<file path="config.mk">
export PLATFORM = sky130hd
export DESIGN_NAME = fsc_ctrl
export DESIGN_NICKNAME = d
export VERILOG_FILES = /design/src/shared/fsc_pkg.sv /design/src/hdl/fsc_bus.sv /design/src/hdl/fsc_ctrl.sv
export SDC_FILE = /design/constraint.sdc
export NUM_CORES = 1
export LEC_CHECK = 0
export BUFFER_PORTS_ARGS = -buffer_cell sky130_fd_sc_hd__clkbuf_2
export CORE_MARGIN = 10
export CORE_UTILIZATION = 46
export DETAILED_ROUTE_END_ITERATION = 6
export GPL_ROUTABILITY_DRIVEN = 0
export HOLD_SLACK_MARGIN = 0.1
export MAX_ROUTING_LAYER = met4
export PLACE_DENSITY = 0.69
export RECOVER_POWER = 25
export SETUP_SLACK_MARGIN = 0.1
export SLEW_MARGIN = 25
export SYNTH_ARGS = -nofsm -noshare
export SYNTH_HDL_FRONTEND = slang
export SYNTH_SLANG_ARGS = --single-unit
</file>
<file path="constraint.sdc">
create_clock -name i_clk -period 6.6 [get_ports i_clk]
set_clock_uncertainty 0.2 [all_clocks]
set_input_delay 0.33 -clock i_clk [delete_from_list [all_inputs] [get_ports i_clk]]
set_output_delay 0.33 -clock i_clk [all_outputs]
set_load 0.005 [all_outputs]
</file>
<file path="src/shared/fsc_pkg.sv">
// Package for the flash erase and status controller.
// Assumes a 200 MHz system clock and a x16 parallel NOR flash on the pins.
package fsc_pkg;

	// ----------------------------------------
	// Widths and clock
	// ----------------------------------------
	localparam int FL_ADDR_W = 22;
	localparam int FL_DATA_W = 16;
	localparam int SW_ADDR_W = 8;
	localparam int CLK_PERIOD_NS = 5;

	// ----------------------------------------
	// Times and derived cycle counts
	// ----------------------------------------
	localparam int T_SUSPEND_NS = 20000;
	localparam int SUSPEND_CYC = T_SUSPEND_NS / CLK_PERIOD_NS;
	localparam int T_RESUME_GAP_US = 200;
	localparam int RESUME_GAP_CYC = (T_RESUME_GAP_US * 1000) / CLK_PERIOD_NS;
	localparam int T_SETTLE_NS = 1000;
	localparam int SETTLE_CYC = (T_SETTLE_NS + CLK_PERIOD_NS - 1) / CLK_PERIOD_NS;
	localparam int T_ABORT_NS = 200;
	localparam int ABORT_CYC = (T_ABORT_NS + CLK_PERIOD_NS - 1) / CLK_PERIOD_NS;
	localparam int T_PULSE_NS = 40;
	localparam int PULSE_CYC = (T_PULSE_NS + CLK_PERIOD_NS - 1) / CLK_PERIOD_NS;
	localparam int SYNC_DEPTH = 2;

	// ----------------------------------------
	// Software register offsets
	// ----------------------------------------
	localparam logic [SW_ADDR_W-1:0] REG_CTRL = 8'h00;
	localparam logic [SW_ADDR_W-1:0] REG_CMD = 8'h04;
	localparam logic [SW_ADDR_W-1:0] REG_ADDR = 8'h08;
	localparam logic [SW_ADDR_W-1:0] REG_WDATA = 8'h0C;
	localparam logic [SW_ADDR_W-1:0] REG_STATUS = 8'h10;
	localparam logic [SW_ADDR_W-1:0] REG_RDATA = 8'h14;

	// CTRL fields
	localparam int CTRL_WP_N = 0;
	localparam int CTRL_RST_N = 1;
	localparam int CTRL_BYPASS = 2;
	localparam int CTRL_SECT_ERASE = 3;
	localparam int CTRL_W = 4;
	localparam logic [CTRL_W-1:0] CTRL_RESET = 4'h3;

	// Commands written to REG_CMD
	localparam logic [3:0] OP_READ = 4'h1;
	localparam logic [3:0] OP_WRITE = 4'h2;
	localparam logic [3:0] OP_SUSPEND = 4'h3;
	localparam logic [3:0] OP_RESUME = 4'h4;
	localparam logic [3:0] OP_CHIP_ERASE = 4'h5;
	localparam logic [3:0] OP_POLL = 4'h6;
	localparam logic [3:0] OP_CLR_ABORT = 4'h7;

	// ----------------------------------------
	// Flash bus codes and status bit positions
	// ----------------------------------------
	localparam logic [FL_DATA_W-1:0] CODE_SUSPEND = 16'h00B0;
	localparam logic [FL_DATA_W-1:0] CODE_RESUME = 16'h0030;
	localparam logic [FL_DATA_W-1:0] CODE_CHIP_ERASE = 16'h0010;
	localparam logic [FL_DATA_W-1:0] CODE_UNLOCK1 = 16'h00AA;
	localparam logic [FL_DATA_W-1:0] CODE_UNLOCK2 = 16'h0055;
	localparam logic [FL_DATA_W-1:0] CODE_ERASE_SETUP = 16'h0080;
	localparam logic [FL_ADDR_W-1:0] ADDR_UNLOCK1 = 22'h000555;
	localparam logic [FL_ADDR_W-1:0] ADDR_UNLOCK2 = 22'h0002AA;
	localparam logic [2:0] CHIP_ERASE_LAST = 3'h5;
	localparam int SECT_LSB = 12;
	localparam int BIT_POLLING = 7;
	localparam int BIT_PRIMARY_TOGGLE = 6;
	localparam int BIT_SECONDARY_TOGGLE = 2;
	localparam int BIT_BUFFER_ABORT = 1;

	// Status register fields
	localparam int ST_BUSY = 0;
	localparam int ST_SUSPENDED = 1;
	localparam int ST_CHIP_ERASING = 2;
	localparam int ST_ABORT_SEEN = 3;
	localparam int ST_REFUSED = 4;
	localparam int ST_READY_BUSY_N = 5;
	localparam int ST_RESUME_GAP = 6;
	localparam int ST_SEC_TOGGLE = 7;
	localparam int ST_POLLING = 8;

endpackage

</file>
<file path="src/hdl/fsc_bus.sv">
// One asynchronous flash bus cycle: a write strobe or an output-enable read.
// Assumes the flash data pins come from outside the clock domain.
`timescale 1ns/1ps
module fsc_bus #(
	parameter int PULSE = fsc_pkg::PULSE_CYC
) (
	input wire logic i_clk,
	input wire logic i_rst_n,
	input wire logic i_start,
	input wire logic i_write,
	input wire logic [fsc_pkg::FL_ADDR_W-1:0] i_addr,
	input wire logic [fsc_pkg::FL_DATA_W-1:0] i_wdata,
	input wire logic [fsc_pkg::FL_DATA_W-1:0] i_dq,
	output logic o_done,
	output logic [fsc_pkg::FL_DATA_W-1:0] o_rdata,
	output logic o_ce_n,
	output logic o_we_n,
	output logic o_oe_n,
	output logic [fsc_pkg::FL_ADDR_W-1:0] o_addr,
	output logic [fsc_pkg::FL_DATA_W-1:0] o_dq,
	output logic o_dq_oe
);
	import fsc_pkg::*;

	typedef enum logic [3:0] {
		B_IDLE = 4'h1,
		B_SETUP = 4'h2,
		B_PULSE = 4'h4,
		B_HOLD = 4'h8
	} fsc_bus_e;

	typedef struct packed {
		fsc_bus_e st;
		logic wr;
		logic [7:0] cnt;
		logic [FL_DATA_W-1:0] sync1;
		logic [FL_DATA_W-1:0] sync2;
		logic [FL_DATA_W-1:0] rdata;
		logic done, ce_n, we_n, oe_n, dq_oe;
		logic [FL_ADDR_W-1:0] addr;
		logic [FL_DATA_W-1:0] dq;
	} fsc_bus_s;

	fsc_bus_s s_reg;
	fsc_bus_s s_next;

	// ----------------------------------------
	// Cycle sequencing
	// ----------------------------------------
	always_comb begin
		s_next = s_reg;
		s_next.sync1 = i_dq;
		s_next.sync2 = s_reg.sync1;
		s_next.done = 1'b0;
		unique case (s_reg.st)
			B_IDLE: begin
				if (i_start) begin
					s_next.st = B_SETUP;
					s_next.wr = i_write;
					s_next.addr = i_addr;
					s_next.dq = i_wdata;
					s_next.dq_oe = i_write;
					s_next.ce_n = 1'b0;
				end
			end
			B_SETUP: begin
				s_next.st = B_PULSE;
				s_next.we_n = ~s_reg.wr;
				s_next.oe_n = s_reg.wr;
				// Reads stay open long enough for data to cross the synchroniser
				s_next.cnt = s_reg.wr ? 8'(PULSE) : 8'(PULSE + SYNC_DEPTH);
			end
			B_PULSE: begin
				if (s_reg.cnt > 8'h01) begin
					s_next.cnt = s_reg.cnt - 8'h01;
				end else begin
					s_next.st = B_HOLD;
					s_next.we_n = 1'b1;
					s_next.oe_n = 1'b1;
					if (!s_reg.wr) begin
						s_next.rdata = s_reg.sync2;
					end
				end
			end
			B_HOLD: begin
				s_next.st = B_IDLE;
				s_next.ce_n = 1'b1;
				s_next.dq_oe = 1'b0;
				s_next.done = 1'b1;
			end
		endcase
	end

	always_ff @(posedge i_clk) begin
		if (!i_rst_n) begin
			s_reg <= '{st: B_IDLE, ce_n: 1'b1, we_n: 1'b1, oe_n: 1'b1, default: '0};
		end else begin
			s_reg <= s_next;
		end
	end

	assign o_done = s_reg.done;
	assign o_rdata = s_reg.rdata;
	assign o_ce_n = s_reg.ce_n;
	assign o_we_n = s_reg.we_n;
	assign o_oe_n = s_reg.oe_n;
	assign o_addr = s_reg.addr;
	assign o_dq = s_reg.dq;
	assign o_dq_oe = s_reg.dq_oe;

endmodule // fsc_bus

</file>
<file path="src/hdl/fsc_ctrl.sv">
// Host controller for a parallel NOR flash: erase suspend and resume,
// whole-array erase and completion polling, driven from a simple register port.
// Assumes software sets ADDR and WDATA before writing a command to CMD.
//
// Functional notes
// - Suspend code B0H sent only while a sector or block erase runs.
// - Resume sends code 30H to the current address.
// - A new suspend waits at least 200 us after each resume.
// - In bypass, no suspend or resume; bypass must be left first.
// - Whole-array erase: six cycles, last carries 10H at 555H.
// - After completion, wait 1 us and read again for the full bus.
`timescale 1ns/1ps
module fsc_ctrl #(
	parameter int RESUME_GAP = fsc_pkg::RESUME_GAP_CYC,
	parameter int RESUME_W = 17
) (
	input wire logic i_clk,
	input wire logic i_rst_n,
	input wire logic [fsc_pkg::SW_ADDR_W-1:0] i_addr,
	input wire logic [31:0] i_wdata,
	input wire logic i_wr,
	input wire logic i_rd,
	output logic [31:0] o_rdata,
	output logic o_ce_n,
	output logic o_we_n,
	output logic o_oe_n,
	output logic [fsc_pkg::FL_ADDR_W-1:0] o_fl_addr,
	output logic [fsc_pkg::FL_DATA_W-1:0] o_dq,
	output logic o_dq_oe,
	input wire logic [fsc_pkg::FL_DATA_W-1:0] i_dq,
	input wire logic i_ready_busy_n,
	output logic o_wp_n,
	output logic o_fl_rst_n
);
	import fsc_pkg::*;

	typedef enum logic [4:0] {
		S_IDLE = 5'h01,
		S_BUS = 5'h02,
		S_WAITB = 5'h04,
		S_HOLD = 5'h08,
		S_FINAL = 5'h10
	} fsc_state_e;

	typedef struct packed {
		fsc_state_e st;
		logic [3:0] op;
		logic [2:0] step;
		logic first;
		logic final_rd;
		logic [CTRL_W-1:0] ctrl;
		logic [FL_ADDR_W-1:0] addr;
		logic [FL_DATA_W-1:0] wdata;
		logic [FL_DATA_W-1:0] rdata;
		logic [FL_DATA_W-1:0] prev;
		logic [FL_ADDR_W-1:SECT_LSB] susp_sect;
		logic suspended, chip_erasing, abort_seen, refused, sec_toggle;
		logic [15:0] hold;
		logic [RESUME_W-1:0] resume;
		logic rb_s1, rb_s2;
		logic [31:0] rdout;
	} fsc_top_s;

	fsc_top_s s_reg;
	fsc_top_s s_next;
	logic bus_done;
	logic [FL_DATA_W-1:0] bus_rdata;
	logic bus_start;
	logic bus_write;
	logic [FL_ADDR_W-1:0] bus_addr;
	logic [FL_DATA_W-1:0] bus_wdata;
	logic cmd_ok;
	logic [3:0] cmd;

	// ----------------------------------------
	// Pin cycles
	// ----------------------------------------
	fsc_bus u_bus (
		.i_clk(i_clk),
		.i_rst_n(i_rst_n),
		.i_start(bus_start),
		.i_write(bus_write),
		.i_addr(bus_addr),
		.i_wdata(bus_wdata),
		.i_dq(i_dq),
		.o_done(bus_done),
		.o_rdata(bus_rdata),
		.o_ce_n(o_ce_n),
		.o_we_n(o_we_n),
		.o_oe_n(o_oe_n),
		.o_addr(o_fl_addr),
		.o_dq(o_dq),
		.o_dq_oe(o_dq_oe)
	);

	assign bus_start = (s_reg.st == S_BUS);

	// ----------------------------------------
	// Address and data per command step
	// ----------------------------------------
	always_comb begin
		bus_write = 1'b1;
		bus_addr = s_reg.addr;
		bus_wdata = s_reg.wdata;
		unique case (s_reg.op)
			OP_READ, OP_POLL: begin
				bus_write = 1'b0;
			end
			OP_SUSPEND: begin
				bus_wdata = CODE_SUSPEND;
			end
			OP_RESUME: begin
				bus_wdata = CODE_RESUME;
			end
			OP_CHIP_ERASE: begin
				// Unlock, setup, unlock, then the erase code at the unlock address
				bus_addr = (s_reg.step == 3'h1 || s_reg.step == 3'h4) ? ADDR_UNLOCK2 : ADDR_UNLOCK1;
				unique case (s_reg.step)
					3'h0, 3'h3: bus_wdata = CODE_UNLOCK1;
					3'h1, 3'h4: bus_wdata = CODE_UNLOCK2;
					3'h2: bus_wdata = CODE_ERASE_SETUP;
					default: bus_wdata = CODE_CHIP_ERASE;
				endcase
				if (s_reg.step == CHIP_ERASE_LAST) begin
					bus_addr = ADDR_UNLOCK1;
				end
			end
			default: begin
				bus_write = 1'b1;
			end
		endcase
	end

	// ----------------------------------------
	// Command acceptance
	// ----------------------------------------
	assign cmd = i_wdata[3:0];

	always_comb begin
		cmd_ok = 1'b0;
		unique case (cmd)
			OP_READ, OP_POLL: cmd_ok = 1'b1;
			OP_CLR_ABORT: cmd_ok = !s_reg.chip_erasing;
			OP_WRITE: begin
				cmd_ok = !s_reg.chip_erasing &&
					!(s_reg.suspended && s_reg.addr[FL_ADDR_W-1:SECT_LSB] == s_reg.susp_sect);
			end
			OP_SUSPEND: begin
				cmd_ok = s_reg.ctrl[CTRL_SECT_ERASE] && !s_reg.suspended &&
					!s_reg.ctrl[CTRL_BYPASS] &&
					s_reg.resume == '0 && !s_reg.chip_erasing;
			end
			OP_RESUME: begin
				cmd_ok = s_reg.suspended && !s_reg.ctrl[CTRL_BYPASS] &&
					s_reg.rb_s2;
			end
			OP_CHIP_ERASE: begin
				cmd_ok = s_reg.ctrl[CTRL_WP_N] && !s_reg.suspended &&
					!s_reg.chip_erasing && !s_reg.ctrl[CTRL_SECT_ERASE];
			end
			default: cmd_ok = 1'b0;
		endcase
	end

	// ----------------------------------------
	// Main sequencer and registers
	// ----------------------------------------
	always_comb begin
		s_next = s_reg;
		s_next.rb_s1 = i_ready_busy_n;
		s_next.rb_s2 = s_reg.rb_s1;
		if (s_reg.resume != '0) begin
			s_next.resume = s_reg.resume - RESUME_W'(1);
		end
		if (!s_reg.ctrl[CTRL_RST_N]) begin
			s_next.abort_seen = 1'b0;
		end
		if (i_wr) begin
			unique case (i_addr)
				REG_CTRL: s_next.ctrl = i_wdata[CTRL_W-1:0];
				REG_ADDR: s_next.addr = i_wdata[FL_ADDR_W-1:0];
				REG_WDATA: s_next.wdata = i_wdata[FL_DATA_W-1:0];
				REG_CMD: begin
					if (s_reg.st != S_IDLE || !cmd_ok) begin
						s_next.refused = 1'b1;
					end else if (cmd == OP_CLR_ABORT) begin
						s_next.abort_seen = 1'b0;
						s_next.refused = 1'b0;
					end else begin
						s_next.op = cmd;
						s_next.st = S_BUS;
						s_next.step = 3'h0;
						s_next.first = 1'b1;
						s_next.final_rd = 1'b0;
						s_next.refused = 1'b0;
					end
				end
				default: s_next.refused = s_reg.refused;
			endcase
		end
		if (i_rd) begin
			unique case (i_addr)
				REG_CTRL: s_next.rdout = 32'(s_reg.ctrl);
				REG_ADDR: s_next.rdout = 32'(s_reg.addr);
				REG_WDATA: s_next.rdout = 32'(s_reg.wdata);
				REG_RDATA: s_next.rdout = 32'(s_reg.rdata);
				REG_STATUS: s_next.rdout = 32'({s_reg.rdata[BIT_POLLING], s_reg.sec_toggle,
					s_reg.resume != '0, s_reg.rb_s2, s_reg.refused, s_reg.abort_seen,
					s_reg.chip_erasing, s_reg.suspended, s_reg.st != S_IDLE});
				default: s_next.rdout = 32'h0000_0000;
			endcase
		end
		unique case (s_reg.st)
			S_IDLE: begin
			end
			S_BUS: begin
				s_next.st = S_WAITB;
			end
			S_WAITB: begin
				if (bus_done) begin
					s_next.st = S_IDLE;
					unique case (s_reg.op)
						OP_READ: s_next.rdata = bus_rdata;
						OP_SUSPEND: begin
							s_next.suspended = 1'b1;
							s_next.susp_sect = s_reg.addr[FL_ADDR_W-1:SECT_LSB];
							s_next.hold = 16'(SUSPEND_CYC);
							s_next.st = S_HOLD;
						end
						OP_RESUME: begin
							s_next.suspended = 1'b0;
							s_next.resume = RESUME_W'(RESUME_GAP);
						end
						OP_CHIP_ERASE: begin
							if (s_reg.step != CHIP_ERASE_LAST) begin
								s_next.step = s_reg.step + 3'h1;
								s_next.st = S_BUS;
							end else begin
								// Device runs from the sixth strobe edge
								s_next.chip_erasing = 1'b1;
							end
						end
						OP_POLL: begin
							s_next.rdata = bus_rdata;
							s_next.prev = bus_rdata;
							s_next.first = 1'b0;
							if (s_reg.final_rd) begin
								s_next.st = S_IDLE;
							end else if (s_reg.first) begin
								s_next.st = S_BUS;
							end else if (bus_rdata[BIT_PRIMARY_TOGGLE] ==
								s_reg.prev[BIT_PRIMARY_TOGGLE]) begin
								// Toggle stopped: settle, then one more read
								s_next.sec_toggle = bus_rdata[BIT_SECONDARY_TOGGLE] ^
									s_reg.prev[BIT_SECONDARY_TOGGLE];
								s_next.chip_erasing = 1'b0;
								s_next.hold = 16'(SETTLE_CYC);
								s_next.st = S_HOLD;
							end else if (bus_rdata[BIT_BUFFER_ABORT]) begin
								s_next.abort_seen = 1'b1;
								s_next.hold = 16'(ABORT_CYC);
								s_next.st = S_HOLD;
							end else begin
								s_next.sec_toggle = bus_rdata[BIT_SECONDARY_TOGGLE] ^
									s_reg.prev[BIT_SECONDARY_TOGGLE];
								s_next.st = S_BUS;
							end
						end
						default: s_next.st = S_IDLE;
					endcase
				end
			end
			S_HOLD: begin
				if (s_reg.hold > 16'h0001) begin
					s_next.hold = s_reg.hold - 16'h0001;
				end else begin
					s_next.st = S_FINAL;
				end
			end
			S_FINAL: begin
				s_next.st = S_IDLE;
				// Only a completed poll rereads; abort and suspend waits end here
				if (s_reg.op == OP_POLL && !s_reg.abort_seen) begin
					s_next.final_rd = 1'b1;
					s_next.st = S_BUS;
				end
			end
		endcase
	end

	always_ff @(posedge i_clk) begin
		if (!i_rst_n) begin
			s_reg <= '{st: S_IDLE, ctrl: CTRL_RESET, rb_s1: 1'b1, rb_s2: 1'b1, default: '0};
		end else begin
			s_reg <= s_next;
		end
	end

	assign o_rdata = s_reg.rdout;
	assign o_wp_n = s_reg.ctrl[CTRL_WP_N];
	assign o_fl_rst_n = s_reg.ctrl[CTRL_RST_N];

endmodule // fsc_ctrl

</file>
==> results.yml <==
run_status:
  status: "finished, violations left"
  violations: "capacitance limit, slew limit"
cts:
  cts_buffer_depth: 3
  root_buffer: "clkbuf_16"
  hold_buffers: 44
  cts_buffers: 27
  cts_setup_buffers: 0
  cts_max_level: 1
  cts_resized: 0
  cts_tree: "done"
  cts.sinks: 250
  clk_pin_slew_ns: 0.06
  clk_latency_ns: 0.55
sta:
  setup_viol: 0
  fin_ws_ns: 2.17
  hold_viol: 0
  post-route-min-period_ns: 4.43
  finalCritPeriodShare_pct: 67.1
  worst_pin_slew_ns: 2.10
  slew_violations: 98
  max_freq_ghz: 0.226
  relSlewSlack_pct: -40.1
  tns_ns: 0
  rsz0062_at_grt: "no"
die:
  io_pins: 137
  fp.dieW_um: 176
  die_h_um: 176
  coreArea_sq_um: 23600
  initial_core_util_pct: 47.1
  dieArea_sq_um: 30800
  rows: 56
drt:
  first_pass_iters: 5
  via_per_inst: 5.50
  avgRoutedWirePerCell_um: 17.0
  vias: 9359
  wl_um: 29000
  drc: 0
  ant_nets: 0
  drtIter0Drc: 813
yosys:
  ys_ff_latch: 250
  netlist_instances: 1305
  synth_area_sq_um: 11100
  synth_top_cell_by_area: "dfxtp_1"
  synthArstFlopShare_pct: 0
  syn_avg_cell_area_sq_um: 8.53
  synthTopCellsByArea: "dfxtp_1 (45%), nand2_1 (6.8%), a21oi_1 (5.9%)"
  synthFlopType: "dfxtp_1"
  yosysSeqAreaShare_pct: 45.0
  synth.top_cell.area_share_pct: 45.0
  yosysMostFrequentCell: "dfxtp_1"
  synth_edf_count: 0
  ys_warn_count: 0
  yosys-top-cells-count: "dfxtp_1 (250), nand2_1 (203), a21oi_1 (132), nor2_1 (91), buf_4 (74)"
  synth_cell_types: 81
cells_and_area:
  largest_reg_flops: 121
  area_delta_synth_final_pct: 15.0
  num-nets-final: 1433
  drive_gt1_share_pct: 12.3
worst_setup_path:
  crit_chain: "clkbuf_1, clkbuf_1, nand4_1, a21oi_1, a21o_1"
  cp_max_fo: 51
  critPathLaunchType: "input pin"
  slowest_stage: "clkbuf_1"
  slowest_delay_ns: 1.58
  cp.arrival_ns: 4.73
  cp-end-kind: "register"
  path_class: "in -> reg"
  worstPathRequired_ns: 6.89
  crit_path_frequent_cell: "clkbuf_1"
place:
  dp_slack_ns: 2.89
  hpwl_um: 19800
  numPortBuffers: 116
global_routing:
  grt_pass1_vias: 8835
  grtUsageTotal_pct: 18.5
  grt_max_degree: 86
  antenna_found_initial: 2
  grt_pass1_wl_um: 46800
  grt_overflow: 0
power:
  leakage_nw: 4.63
  power_density_nw_per_um2: 295
  vdd_drop_max_mv: 0.172
run:
  drv_cap: 2
min_path:
  min_path_type: "in -> reg"
[kinds of logic after synthesis]
group,after synthesis,synth area share (%)
adders and majority gates,11,1.24
and+or+nand+nor,510,23.0
AOI/OAI and AO/OA,303,17.1
xor gates and xnor gates,33,2.60
muxes,30,2.74
other,1,0.0337
DFF,250,45.0
buffers and inverters,167,8.38
[where the power goes]
part	switching, mW	internal [mW]	total, mW
sequential	0.0696	1.57	1.64
clock	0.629	1.10	1.72
combinational	0.217	0.200	0.417
total	0.915	2.87	3.78
[cells in the final DEF, fill, tap and decap left out, types with 6 or more instances in the layout]
master | Yosys | final
and2_0 | 1 | 13
clkbuf_8 | 0 | 6
xor2_1 | 14 | 14
o31ai_1 | 6 | 6
nor3_1 | 21 | 20
ha_1 | 11 | 11
mux2i_1 | 26 | 26
clkbuf_2 | 0 | 72
xnor2_1 | 19 | 19
dlygate4sd3_1 | 0 | 44
nor2_1 | 91 | 91
buf_4 | 74 | 9
dfxtp_1 | 250 | 250
nand4_1 | 7 | 7
nand2b_1 | 8 | 8
and2_1 | 36 | 24
o22ai_1 | 14 | 14
a21o_1 | 6 | 6
nand2_1 | 203 | 203
a222oi_1 | 7 | 7
clkbuf_1 | 63 | 48
bufinv_16 | 0 | 7
a22oi_1 | 25 | 25
nand3_1 | 54 | 54
conb_1 | 1 | 10
o21ai_0 | 47 | 47
inv_1 | 14 | 13
or4_1 | 7 | 7
nor4_1 | 12 | 12
nor2b_1 | 14 | 13
or3_1 | 9 | 9
a21oi_1 | 132 | 132
clkbuf_16 | 0 | 27
o211ai_1 | 12 | 12
a31oi_1 | 6 | 6
[final timing paths]
path                            startpoint  cells past startpoint         end  slack [ns]
worst min register to register  s_next[32]                      1   s_reg[32]        0.21
worst max register to register  s_reg[166]                      5   s_reg[61]        3.58
worst min-delay path                  i_wr                      4   s_reg[68]        0.13
worst max-delay path               i_rst_n                      5  o_rdata[4]        2.17
[critical path: cells and delay by family]
kind | cells | cell delay, ns
buffers and inverters | 2 | 2.77
AND/OR/NAND/NOR | 1 | 1.04
AO/OA/AOI/OAI | 2 | 0.56
[area by class of cell]
cell class / instances / area [sq um]
multi-input combinational: 897 / 5250
tap: 319 / 399
sequential: 250 / 5000
fill: 2194 / 10800
inverter: 14 / 55.1
timing repair buffer: 171 / 1050
clock buffer: 36 / 769
antenna: 2 / 5.00
clock inverter: 14 / 267
[routing by layer]
metal,vias up,global-route usage [%],share of wire [%]
met1,4398,24.5,47
met2,304,27.7,44
met4,0,4.95,1.8
met5,-,-,0
met3,32,4.46,7.9
li1,4625,-,-
[through the flow]
| step | instances | instance area, sq um | hold slack (ns) | util, % | total power [mW] |
|---|---|---|---|---|---|
| floorplan | 1314 | 11200 | 0.186 | - | 1.98 |
| finish | 1703 | 12800 | 0.133 | 54.2 | 3.78 |
| detailed placement | 1605 | 11400 | 0.192 | 48.1 | 2.06 |
| global placement | 1605 | 11300 | 0.200 | 48.1 | 2.05 |
| CTS | 1699 | 12800 | 0.117 | 54.3 | 3.81 |
| global route | 1703 | 12800 | 0.164 | 54.2 | 3.92 |
No activity file was read; power rests on OpenSTA's default activity.
